===== config.mk =====
export PLATFORM = sky130hd
export DESIGN_NAME = ssp_top
export DESIGN_NICKNAME = d
export VERILOG_FILES = /design/src/ssp_pkg.sv /design/src/ssp_sync.sv /design/src/ssp_top.sv
export SDC_FILE = /design/constraint.sdc
export NUM_CORES = 1
export LEC_CHECK = 0
export BUFFER_PORTS_ARGS = -buffer_cell sky130_fd_sc_hd__clkbuf_2
export CAP_MARGIN = 20
export CELL_PAD_IN_SITES_DETAIL_PLACEMENT = 0
export CELL_PAD_IN_SITES_GLOBAL_PLACEMENT = 1
export CORE_MARGIN = 3
export CORE_UTILIZATION = 35
export CTS_BUF_LIST = sky130_fd_sc_hd__clkbuf_16
export DETAILED_ROUTE_END_ITERATION = 16
export PLACE_DENSITY_LB_ADDON = 0.1
export RECOVER_POWER = 25
export SLEW_MARGIN = 20
export SYNTH_ARGS = -nofsm -noshare
export SYNTH_HDL_FRONTEND = slang
export SYNTH_SLANG_ARGS = --single-unit
export TNS_END_PERCENT = 100

===== constraint.sdc =====
create_clock -name clk -period 5.96 [get_ports clk]
set_clock_uncertainty 0.05 [all_clocks]
set_input_delay 0.298 -clock clk [delete_from_list [all_inputs] [get_ports clk]]
set_output_delay 0.298 -clock clk [all_outputs]
set_load 0.05 [all_outputs]

===== src/ssp_pkg.sv =====
// Purpose: constants for the simple synchronous serial port
// Assumes: apb slave with 32-bit data, one register per aligned word
// Notes:   offsets are byte addresses
package ssp_pkg;
	localparam logic [11:0] SSP_OFF_CTRL   = 12'h000;
	localparam logic [11:0] SSP_OFF_STAT   = 12'h004;
	localparam logic [11:0] SSP_OFF_DATA   = 12'h008;
	localparam logic [11:0] SSP_OFF_PORTB  = 12'h00C;
	localparam int          SSP_CTRL_EN    = 6;
	localparam int          SSP_CTRL_MASTER_SELECT_BIT  = 4;
	localparam int          SSP_STAT_DONE  = 7;
	localparam int          SSP_STAT_COL   = 6;
	localparam int          SSP_PB_LATCH   = 0;
	localparam int          SSP_PB_DIR     = 1;
	localparam logic [7:0]  SSP_CTRL_RST   = 8'h00;
	localparam logic [7:0]  SSP_DATA_RST   = 8'h00;
	localparam logic [1:0]  SSP_DIV_HALF   = 2'h1;
	localparam logic [3:0]  SSP_BITS       = 4'h8;
	localparam bit          SSP_MSB_FIRST  = 1'b1;
	typedef enum logic [1:0] {
		SSP_IDLE = 2'b00,
		SSP_LOW  = 2'b01,
		SSP_HIGH = 2'b10
	} ssp_state_t;
endpackage


===== src/ssp_sync.sv =====
// Purpose: two flip-flop synchroniser for the pin inputs
// Assumes: inputs asynchronous to clk
// Notes:   first stage is read by the second only
`timescale 1ns/1ps
module ssp_sync #(
	parameter int W = 2
) (
	input  wire logic         clk,
	input  wire logic         rstn,
	input  wire logic         ce,
	input  wire logic [W-1:0] d,
	output logic      [W-1:0] q
);
	logic [W-1:0] meta_q;
	// --------------------------------------------------------------
	// per-bit synchroniser chain
	// --------------------------------------------------------------
	for (genvar i = 0; i < W; i++) begin : g_bit
		always_ff @(posedge clk or negedge rstn) begin
			if (!rstn) begin
				meta_q[i] <= 1'b1;
				q[i]      <= 1'b1;
			end else if (ce) begin
				meta_q[i] <= d[i];
				q[i]      <= meta_q[i];
			end
		end
	end
endmodule // ssp_sync


===== src/ssp_top.sv =====
// Purpose: simple 8-bit synchronous serial port with apb registers
// Assumes: clk 25 MHz; link clock sampled in clk domain
// Notes:   shift order fixed by SSP_MSB_FIRST
`timescale 1ns/1ps
module ssp_top (
	input  wire logic        clk,
	input  wire logic        rstn,
	input  wire logic        ce,
	input  wire logic        psel,
	input  wire logic        penable,
	input  wire logic        pwrite,
	input  wire logic [11:0] paddr,
	input  wire logic [31:0] pwdata,
	output logic      [31:0] prdata,
	output logic             pready,
	output logic             pslverr,
	input  wire logic        sck_in,
	output logic             sck_out,
	output logic             sck_oe_n,
	input  wire logic        serial_in_pin,
	output logic             serial_out_pin,
	output logic             serial_out_oe_n,
	input  wire logic        port_b_bit7_gpio,
	input  wire logic        port_b_bit7_dir
);
	// --------------------------------------------------------------
	// state
	// --------------------------------------------------------------
	ssp_pkg::ssp_state_t state_q, state_d;
	logic [7:0] shift_q;
	logic [3:0] cnt_q;
	logic [1:0] div_q;
	logic       en_q, master_select_bit_q, done_q, col_q;
	logic       latch_q, dir_q, sout_q;
	logic       stat_seen_q, col_off_q;
	logic       sck_gen_q, sck_prev_q;
	logic       samp_q, samp_last_q;
	logic [1:0] pins_s;
	logic [31:0] prdata_q;
	// --------------------------------------------------------------
	// pin synchronisers
	// --------------------------------------------------------------
	ssp_sync #(.W(2)) u_sync (
		.clk  (clk),
		.rstn (rstn),
		.ce   (ce),
		.d    ({sck_in, serial_in_pin}),
		.q    (pins_s)
	);
	// --------------------------------------------------------------
	// apb decode
	// --------------------------------------------------------------
	// side effects land once, at the edge where pready is seen high
	wire acc      = psel && penable && pready;
	wire wr       = acc && pwrite;
	wire rd       = acc && !pwrite;
	wire hit_ctrl = paddr == ssp_pkg::SSP_OFF_CTRL;
	wire hit_stat = paddr == ssp_pkg::SSP_OFF_STAT;
	wire hit_data = paddr == ssp_pkg::SSP_OFF_DATA;
	wire hit_pb   = paddr == ssp_pkg::SSP_OFF_PORTB;
	wire unmapped = !(hit_ctrl || hit_stat || hit_data || hit_pb);
	wire data_acc = acc && hit_data && en_q;
	wire ctrl_wr  = wr && hit_ctrl;
	wire new_en   = pwdata[ssp_pkg::SSP_CTRL_EN];
	wire new_master_select_bit = pwdata[ssp_pkg::SSP_CTRL_MASTER_SELECT_BIT];
	// abort on disable or on leaving master mode
	wire abort    = (ctrl_wr && !new_en) ||
	                (ctrl_wr && master_select_bit_q && !new_master_select_bit);
	wire busy     = state_q == ssp_pkg::SSP_HIGH ||
	                (state_q == ssp_pkg::SSP_LOW);
	// --------------------------------------------------------------
	// serial clock edges
	// --------------------------------------------------------------
	// slave clock only seen through synchroniser; rate bound by partner
	wire sck_now  = master_select_bit_q ? sck_gen_q : pins_s[1];
	wire fall     = en_q && sck_prev_q && !sck_now;
	wire rise     = en_q && !sck_prev_q && sck_now;
	wire last_bit = rise && cnt_q == ssp_pkg::SSP_BITS - 4'h1;
	wire start    = fall && state_q == ssp_pkg::SSP_IDLE;
	wire master_select_bit_go  = wr && hit_data && en_q && master_select_bit_q &&
	                state_q == ssp_pkg::SSP_IDLE;
	wire out_bit  = ssp_pkg::SSP_MSB_FIRST ? shift_q[7] : shift_q[0];
	wire [7:0] shifted = ssp_pkg::SSP_MSB_FIRST ?
	                {shift_q[6:0], pins_s[0]} : {pins_s[0], shift_q[7:1]};
	// own clock is seen at once but input data lags two flops: delay sample
	wire samp      = master_select_bit_q ? samp_q : (rise && busy);
	wire samp_last = master_select_bit_q ? samp_last_q : last_bit;
	wire sout_d    = !en_q ? latch_q :
	                 fall ? out_bit :
	                 samp_last ? pins_s[0] : sout_q;
	// --------------------------------------------------------------
	// transfer state machine
	// --------------------------------------------------------------
	always_comb begin
		state_d = state_q;
		case (state_q)
			ssp_pkg::SSP_IDLE: if (start || master_select_bit_go) begin
				state_d = ssp_pkg::SSP_LOW;
			end
			ssp_pkg::SSP_LOW:  if (rise) begin
				state_d = last_bit ? ssp_pkg::SSP_IDLE : ssp_pkg::SSP_HIGH;
			end
			ssp_pkg::SSP_HIGH: if (fall) begin
				state_d = ssp_pkg::SSP_LOW;
			end
			default:           state_d = ssp_pkg::SSP_IDLE;
		endcase
		if (abort || !en_q) begin
			state_d = ssp_pkg::SSP_IDLE;
		end
	end
	always_ff @(posedge clk or negedge rstn) begin
		if (!rstn) begin
			state_q    <= ssp_pkg::SSP_IDLE;
			cnt_q      <= 4'h0;
			div_q      <= 2'h0;
			sck_gen_q  <= 1'b1;
			sck_prev_q <= 1'b1;
			samp_q      <= 1'b0;
			samp_last_q <= 1'b0;
		end else if (ce) begin
			state_q    <= state_d;
			sck_prev_q <= sck_now;
			samp_q      <= rise && busy && master_select_bit_q;
			samp_last_q <= last_bit && master_select_bit_q;
			if (abort || !en_q || state_d == ssp_pkg::SSP_IDLE) begin
				cnt_q <= 4'h0;
			end else if (rise) begin
				cnt_q <= cnt_q + 4'h1;
			end
			// quarter-rate clock: toggle every second clk cycle
			if (!master_select_bit_q || state_d == ssp_pkg::SSP_IDLE) begin
				div_q     <= 2'h0;
				sck_gen_q <= 1'b1;
			end else if (div_q == ssp_pkg::SSP_DIV_HALF) begin
				div_q     <= 2'h0;
				sck_gen_q <= !sck_gen_q;
			end else begin
				div_q <= div_q + 2'h1;
			end
		end
	end
	// --------------------------------------------------------------
	// data register, shifter and output stage
	// --------------------------------------------------------------
	always_ff @(posedge clk or negedge rstn) begin
		if (!rstn) begin
			shift_q <= ssp_pkg::SSP_DATA_RST;
			sout_q  <= 1'b1;
		end else if (ce) begin
			if (wr && data_acc) begin
				shift_q <= pwdata[7:0];
			end else if (samp) begin
				shift_q <= shifted;
			end
			sout_q <= sout_d;
		end
	end
	// --------------------------------------------------------------
	// control, port b latch and flags
	// --------------------------------------------------------------
	always_ff @(posedge clk or negedge rstn) begin
		if (!rstn) begin
			en_q        <= 1'b0;
			master_select_bit_q      <= 1'b0;
			latch_q     <= 1'b1;
			dir_q       <= 1'b0;
			done_q      <= 1'b0;
			col_q       <= 1'b0;
			stat_seen_q <= 1'b0;
			col_off_q   <= 1'b0;
		end else if (ce) begin
			if (ctrl_wr) begin
				en_q   <= new_en;
				master_select_bit_q <= new_master_select_bit;
			end
			if (wr && hit_pb) begin
				latch_q <= pwdata[ssp_pkg::SSP_PB_LATCH];
				dir_q   <= pwdata[ssp_pkg::SSP_PB_DIR];
			end
			if (rd && hit_stat) begin
				stat_seen_q <= done_q;
			end else if (data_acc) begin
				stat_seen_q <= 1'b0;
			end
			if (ctrl_wr && !new_en && !done_q) begin
				col_off_q <= col_q;
			end else if (ctrl_wr && new_en) begin
				col_off_q <= 1'b0;
			end
			// set beats clear for both flags
			if (last_bit) begin
				done_q <= 1'b1;
			end else if (data_acc && stat_seen_q) begin
				done_q <= 1'b0;
			end
			if ((data_acc && busy) ||
			    (start && (stat_seen_q || col_off_q))) begin
				col_q <= 1'b1;
			end else if (data_acc && stat_seen_q) begin
				col_q <= 1'b0;
			end else if (ctrl_wr && new_en && col_off_q) begin
				col_q <= 1'b0;
			end
		end
	end
	// --------------------------------------------------------------
	// read mux and pin drivers
	// --------------------------------------------------------------
	wire [7:0] ctrl_rd = {1'b0, en_q, 1'b0, master_select_bit_q, 4'h0};
	wire [7:0] stat_rd = {done_q, col_q, 6'h00};
	wire [7:0] data_rd = en_q ? shift_q : 8'h00;
	wire [7:0] pb_rd   = {6'h00, dir_q, latch_q};
	wire [7:0] rd_mux  = hit_ctrl ? ctrl_rd :
	                     hit_stat ? stat_rd :
	                     hit_data ? data_rd :
	                     hit_pb   ? pb_rd   : 8'h00;
	always_ff @(posedge clk or negedge rstn) begin
		if (!rstn) begin
			prdata_q        <= 32'h0000_0000;
			pready          <= 1'b0;
			pslverr         <= 1'b0;
			sck_out         <= 1'b1;
			sck_oe_n        <= 1'b1;
			serial_out_pin  <= 1'b1;
			serial_out_oe_n <= 1'b1;
		end else if (ce) begin
			// one wait state: answer on the second access cycle
			pready   <= psel && penable && !pready;
			pslverr  <= psel && penable && !pready && unmapped;
			prdata_q <= {24'h000000, rd_mux};
			sck_out  <= en_q ? sck_gen_q : port_b_bit7_gpio;
			sck_oe_n <= en_q ? !master_select_bit_q : !port_b_bit7_dir;
			// pin follows the next value so a slave clock gets it in time
			serial_out_pin  <= sout_d;
			serial_out_oe_n <= !(en_q ? 1'b1 : dir_q);
		end
	end
	assign prdata = prdata_q;
endmodule // ssp_top


-- Word level (Yosys, flattened, before mapping)
Cells that the tools add are included.
Widths: inputs -> output; s select.
- equal/unequal tests: 8
- divide/modulo/power cells: 0
- magnitude comparators: 0
- mux-type cells: 37
- shifts and indexed selects: 0
- bitwise logic cells: 0
- reductions and logical operators: 78
- add/sub/neg operators: 2
- $mul: 0
- operators with widths (kind ; count):
    $mux 8 ; 6
    $logic_and 1x1->1 ; 34
    $eq 12x4->1 const B ; 2
    $mux 1 ; 20
    $reduce_and 2->1 ; 10
    $mux 2 ; 8
    $logic_not 1->1 ; 13
    $eq 12x3->1 const B ; 1
    $logic_not 12->1 ; 1
    $reduce_bool 2->1 ; 6
    $logic_or 1x1->1 ; 11
    $mux 4 ; 2
    $pmux 2 s3 ; 1
    $add 4x1->4 const B ; 1
    $eq 2x1->1 const B ; 2
    $eq 4x3->1 const B ; 1
    $logic_not 2->1 ; 2
    $ne 3x1->1 const B ; 1
    $reduce_bool 3->1 ; 1
    $add 2x1->2 const B ; 1
    $eq 2x2->1 const B ; 1
- RAM bits: 0
- memories: 0
- bits in latches: 0
- word-level logic and storage cells: 152
- output and inout bits: 38
- input bits: 54
- register bits after elaboration: 46
- ROM bits: 0

-- Logic depth before layout (Yosys ltp)
- word-level depth: 15
- depth in mapped cells: 8

-- By module
A second synthesis with hierarchy kept.
- cell total of the unflattened synthesis: 269
- area total of the unflattened synthesis: 2606.2 um2
- modules (own cells, without submodules) (module ; area an instance (um2) ; sequential area each (um2) ; instances ; cells each):
    ssp_top ; 2456.1 ; 1059.8 ; 1 ; 261
    ssp_sync ; 150.1 ; 105.1 ; 1 ; 8

-- Worst setup path after synthesis
Ideal clock, no wire load.
- kind: reg2reg
- start point: register pready
- end point: register cnt_q[1]
- slack: 3964 ps
- library setup time: 130 ps
- buffers on the path: 0
- period minus slack after synthesis: 1996 ps
- arrival: 1816 ps
- cell stages (with the launch flop): 7
- cell sequence: dfrtp_1 > and3_1 > nand2_1 > nor4b_4 > a21oi_2 > a31oi_2 > o22ai_1
- cells in the longest elaborated chain, start to end: 14
- elaborated cells between the ends (all ways): 21
- ends and longest elaborated chain (what ; RTL line ; RTL):
    start: declaration ; ssp_top.sv:15 ; output logic pready,
    start signal: assignment ; ssp_top.sv:229 ; pready <= psel && penable && !pready;
    $logic_and 1x1->1 (*) ; ssp_top.sv:54 ; wire acc = psel && penable && pready;
    $logic_and 1x1->1 (*) ; ssp_top.sv:55 ; wire wr = acc && pwrite;
    $logic_and 1x1->1 (4 in a row) ; ssp_top.sv:80 ; wire master_select_bit_go = wr && hit_data && en_q && master_select_bit_q &&
    $logic_or 1x1->1 ; ssp_top.sv:97 ; ssp_pkg::SSP_IDLE: if (start || master_select_bit_go) begin
    $mux 2 ; ssp_top.sv:97 ;
    $pmux 2 s3 ; ssp_top.sv:96 ; case (state_q)
    $mux 2 ; ssp_top.sv:108 ; if (abort || !en_q) begin
    $logic_not 2->1 ; ssp_top.sv:126 ; if (abort || !en_q || state_d == ssp_pkg::SSP_IDLE) begin
    $logic_or 1x1->1 (*) ; ssp_top.sv:126 ;
    $reduce_bool 2->1 (no line) ; -- ;
    $reduce_and 2->1 (no line) ; -- ;
    end signal: assignment ; ssp_top.sv:129 ; cnt_q <= cnt_q + 4'h1;
    end: declaration ; ssp_top.sv:31 ; logic [3:0] cnt_q;
Every way passes the cells marked *; elsewhere a longest branch is shown, timed or not.
A chain may end at the register's enable or synchronous reset.

-- Worst setup path in the final report
- start point: register en_q
- end point: register shift_q[2]
- cells in the longest elaborated chain, start to end: 6
- elaborated cells between the ends (all ways): 9
- ends and longest elaborated chain (what ; RTL line ; RTL):
    start: declaration ; ssp_top.sv:33 ; logic en_q, master_select_bit_q, done_q, col_q;
    start signal: assignment ; ssp_top.sv:174 ; en_q <= new_en;
    $logic_and 1x1->1 (2 in a row) ; ssp_top.sv:77 ; wire rise = en_q && !sck_prev_q && sck_now;
    $logic_and 1x1->1 ; ssp_top.sv:86 ; wire samp = master_select_bit_q ? samp_q : (rise && busy);
    $mux 1 ; ssp_top.sv:86 ;
    $reduce_bool 2->1 (no line) ; -- ;
    $reduce_and 2->1 (no line) ; -- ;
    end signal: assignment ; ssp_top.sv:148 ; shift_q <= ssp_pkg::SSP_DATA_RST;
    end signal: assignment ; ssp_top.sv:152 ; shift_q <= pwdata[7:0];
    end signal: assignment ; ssp_top.sv:154 ; shift_q <= shifted;
    end: declaration ; ssp_top.sv:30 ; logic [7:0] shift_q;
Parallel ways exist; a longest one is shown, timed or not.

==> qor.json <==
{
  "cts_inserted_buffers": 5,
  "dp_slack_ns": 3.45,
  "first_global_vias": 2090,
  "worst_slack_ns": 3.49,
  "floorplan.die.height_um": 94.0,
  "design.die.area_mm2": 0.00883,
  "syn_area_per_cell_um2": 9.81,
  "r2r_end": "shift_q[2]",
  "p_per_area_mw_per_mm2": 229,
  "layout_worst_path_cycle_share_pct": 41.4,
  "core_region_area_mm2": 0.00737,
  "dr_total_vias": 2018,
  "nNetsFinal": 374,
  "power_w": 0.000695,
  "post_synthesis_instance_area_mm2": 0.00271,
  "grt_usage_pct": 15.2,
  "total_switching_power_w": 0.000198,
  "drtIter0Drc": 65,
  "endpoint_of_the_worst_hold_path": "u_sync.meta_q[0]",
  "clkPwrFrac_pct": 39.2,
  "cts-resized-gates": 0,
  "report.final.hold_viol_count": 0,
  "gpl.final_weighted_congestion": 0.813,
  "finalWirelength_mm": 6.13,
  "finalSetupViolCount": 0,
  "transition_time_at_the_pin_with_the_least_slew_margin_ns": 2.60,
  "synth_cell_type_count": 51,
  "timing.fmax_mhz": 405,
  "cts_root_buf": "sky130_fd_sc_hd__clkbuf_16",
  "clkLatencyLatePin_ns": 0.29,
  "rsz0062_at_grt": "false",
  "detail_route.first_pass.iterations": 4,
  "yosys_register_bits": 46,
  "end_kind": "flop",
  "slew_violations": 47,
  "yosys_warnings": 0,
  "leakage_nw": 1.33,
  "grt_max_degree": 47,
  "postRouteAntennaNets": 0,
  "cts.reportedPaths.clkPinSlew_ns": 0.07,
  "n_antenna_cell": 0,
  "critical_path.reg2reg.startpoint": "en_q",
  "drc": 0,
  "r2r_cells": 6,
  "antenna_violations_before_repair": 0,
  "row_count": 31,
  "p_seq_share_pct": 47.6,
  "worst-path-max-fanout": 18,
  "critPathRequiredTime_ns": 6.05,
  "final_common_cell": "sky130_fd_sc_hd__clkbuf_2",
  "synthToLayoutAreaGrowth_pct": 12.2,
  "io_buffer_count": 43,
  "cts_tree": "yes",
  "timing.slew.headroom_pct": -73.6,
  "ios": 92,
  "worst_ep_arrival_time_ns": 2.56,
  "outcome": "complete, but fails checks",
  "max_capacitance_violation_count": 1,
  "reg2reg_slack_ns": 3.49,
  "timing.setup.critical_path_class": "reg2reg",
  "ir_worst_vdd_v": 0.000106,
  "drive_above_1_share_pct": 26.3,
  "die_width_um": 94.0,
  "most-common-layout-cells": "43 x sky130_fd_sc_hd__clkbuf_2, 35 x sky130_fd_sc_hd__dfrtp_1, 28 x sky130_fd_sc_hd__nand2_1, 24 x sky130_fd_sc_hd__conb_1, 19 x sky130_fd_sc_hd__o21ai_0",
  "violated_checks": "max-capacitance violations, max-slew violations",
  "synth_seq_area_share_pct": 43.0,
  "setup_tns_ns": 0,
  "cell_internal_pwr_w": 0.000497,
  "cts.sink_count": 46,
  "initial_utilization_pct": 36.7,
  "grt_remaining_overflow": 0,
  "min_from": "serial_in_pin",
  "pwr-share-comb_pct": 13.2,
  "clock_tree.htree_level_count": 2,
  "ctsHoldBuffers": 0,
  "cts_max_path_buffers": 2,
  "cts.repair_timing.setup_buffer_count": 0,
  "post_synth_inst_count": 276,
  "detail_route.wl_per_cell_um": 14.8,
  "switching_share_pct": 28.5,
  "min_path_type": "in2reg",
  "whs_path_depth": 2,
  "grt_first_pass_wirelength_mm": 10.5,
  "layout_min_cycle_time_ns": 2.47,
  "vias_per_cell": 4.86,
  "detailedPlacementHpwl_mm": 4.33,
  "crit_path_start_kind": "flop"
}
## cell families after synthesis
logic type	after synthesis	synth area share, %
compound gates	60	15.5
buf+inv	52	11.4
other cells	1	0.138
flops	46	43.0
mux	26	10.1
simple gates	86	17.5
fa+ha+maj	5	2.31
## power groups by stage
stage                     Sequential [W]  Combinational [W]  Clock [W]
final                           0.000331          0.0000917   0.000272
after global placement          0.000337          0.0000927          0
after detailed placement        0.000337          0.0000932          0
after global routing            0.000332          0.0000998   0.000295
after CTS                       0.000331          0.0000933   0.000282
after floorplan                 0.000345          0.0000692          0
## sequential cells by signal, indices dropped and copies added, names as in the netlist, 2 cells and up
signal,flops
cnt_q,4
div_q,2
prdata,8
shift_q,8
state_q,2
u_sync.meta_q,2
u_sync.q,2
## synthesized netlist by cell type, drive strengths merged
cell	count	area share, %
dfrtp	35	32
buf	32	8.6
nand2	29	4.1
o21ai	22	4.2
inv	15	2.1
mux2i	15	5.5
nor2	13	2.1
dfstp	11	11
mux2	11	4.6
nand3	10	1.8
nand4	9	2.1
a21oi	6	1.2
o2bb2ai	6	1.9
a31oi	5	1.4
ha	5	2.3
and3	4	0.92
clkbuf	4	0.55
nand2b	4	0.92
o22ai	4	0.92
a21boi	3	0.83
a22o	3	0.97
a311oi	3	0.97
and2	3	0.69
nor3	3	0.55
and3b	2	0.65
nand3b	2	0.69
nor2b	2	0.46
nor4	2	0.92
nor4b	2	1.2
o31ai	2	1.1
a21o	1	0.28
a311o	1	0.37
a32o	1	0.37
a41oi	1	0.32
and4	1	0.37
clkinv	1	0.14
conb	1	0.14
o2111ai	1	0.32
o31a	1	0.32
## how the worst max path moves through the flow
stage / from / endpoint / depth (start not counted)
floorplan: pready / cnt_q[1] / 6
global placement: en_q / shift_q[2] / 6
detailed placement: en_q / shift_q[2] / 6
CTS: en_q / shift_q[2] / 6
global route: rstn / col_off_q / 2
finish: en_q / shift_q[2] / 6
## layer usage
layer  track usage [%]  vias up  routed length (um)
li1                  -     1014                   -
met1              21.0      951                3080
met2              24.3       48                2740
met3              3.04        5                 259
met4              3.61        0                  47
met5                 0        -                   0
## through the flow
stage / hold WS [ns] / util (%) / area, um^2 / cells
finish: 0.195 / 41.2 / 3040 / 415
global route: 0.197 / 41.2 / 3040 / 415
CTS: 0.0898 / 41.3 / 3040 / 415
detailed placement: 0.399 / 39.4 / 2900 / 407
global placement: 0.391 / 39.4 / 2900 / 407
floorplan: -0.0476 / - / 2790 / 299
## critical path, stage by stage (launching register included)
cell                      delay (ns)
sky130_fd_sc_hd__dfrtp_1        0.78
sky130_fd_sc_hd__and3b_1        0.27
sky130_fd_sc_hd__nand4_1        0.34
sky130_fd_sc_hd__nor2_4         0.46
sky130_fd_sc_hd__o31ai_4        0.22
sky130_fd_sc_hd__nand2_1        0.11
sky130_fd_sc_hd__o21ai_0        0.08
## cell type report
type / count / area, um^2
clock buffer: 5 / 125
tap: 99 / 124
multi-input combinational: 201 / 1320
inverter: 16 / 60.1
timing repair buffer: 45 / 226
sequential: 46 / 1160
clock inverter: 3 / 15.0
fill: 760 / 4330
Power figures use the tool's default switching activity.
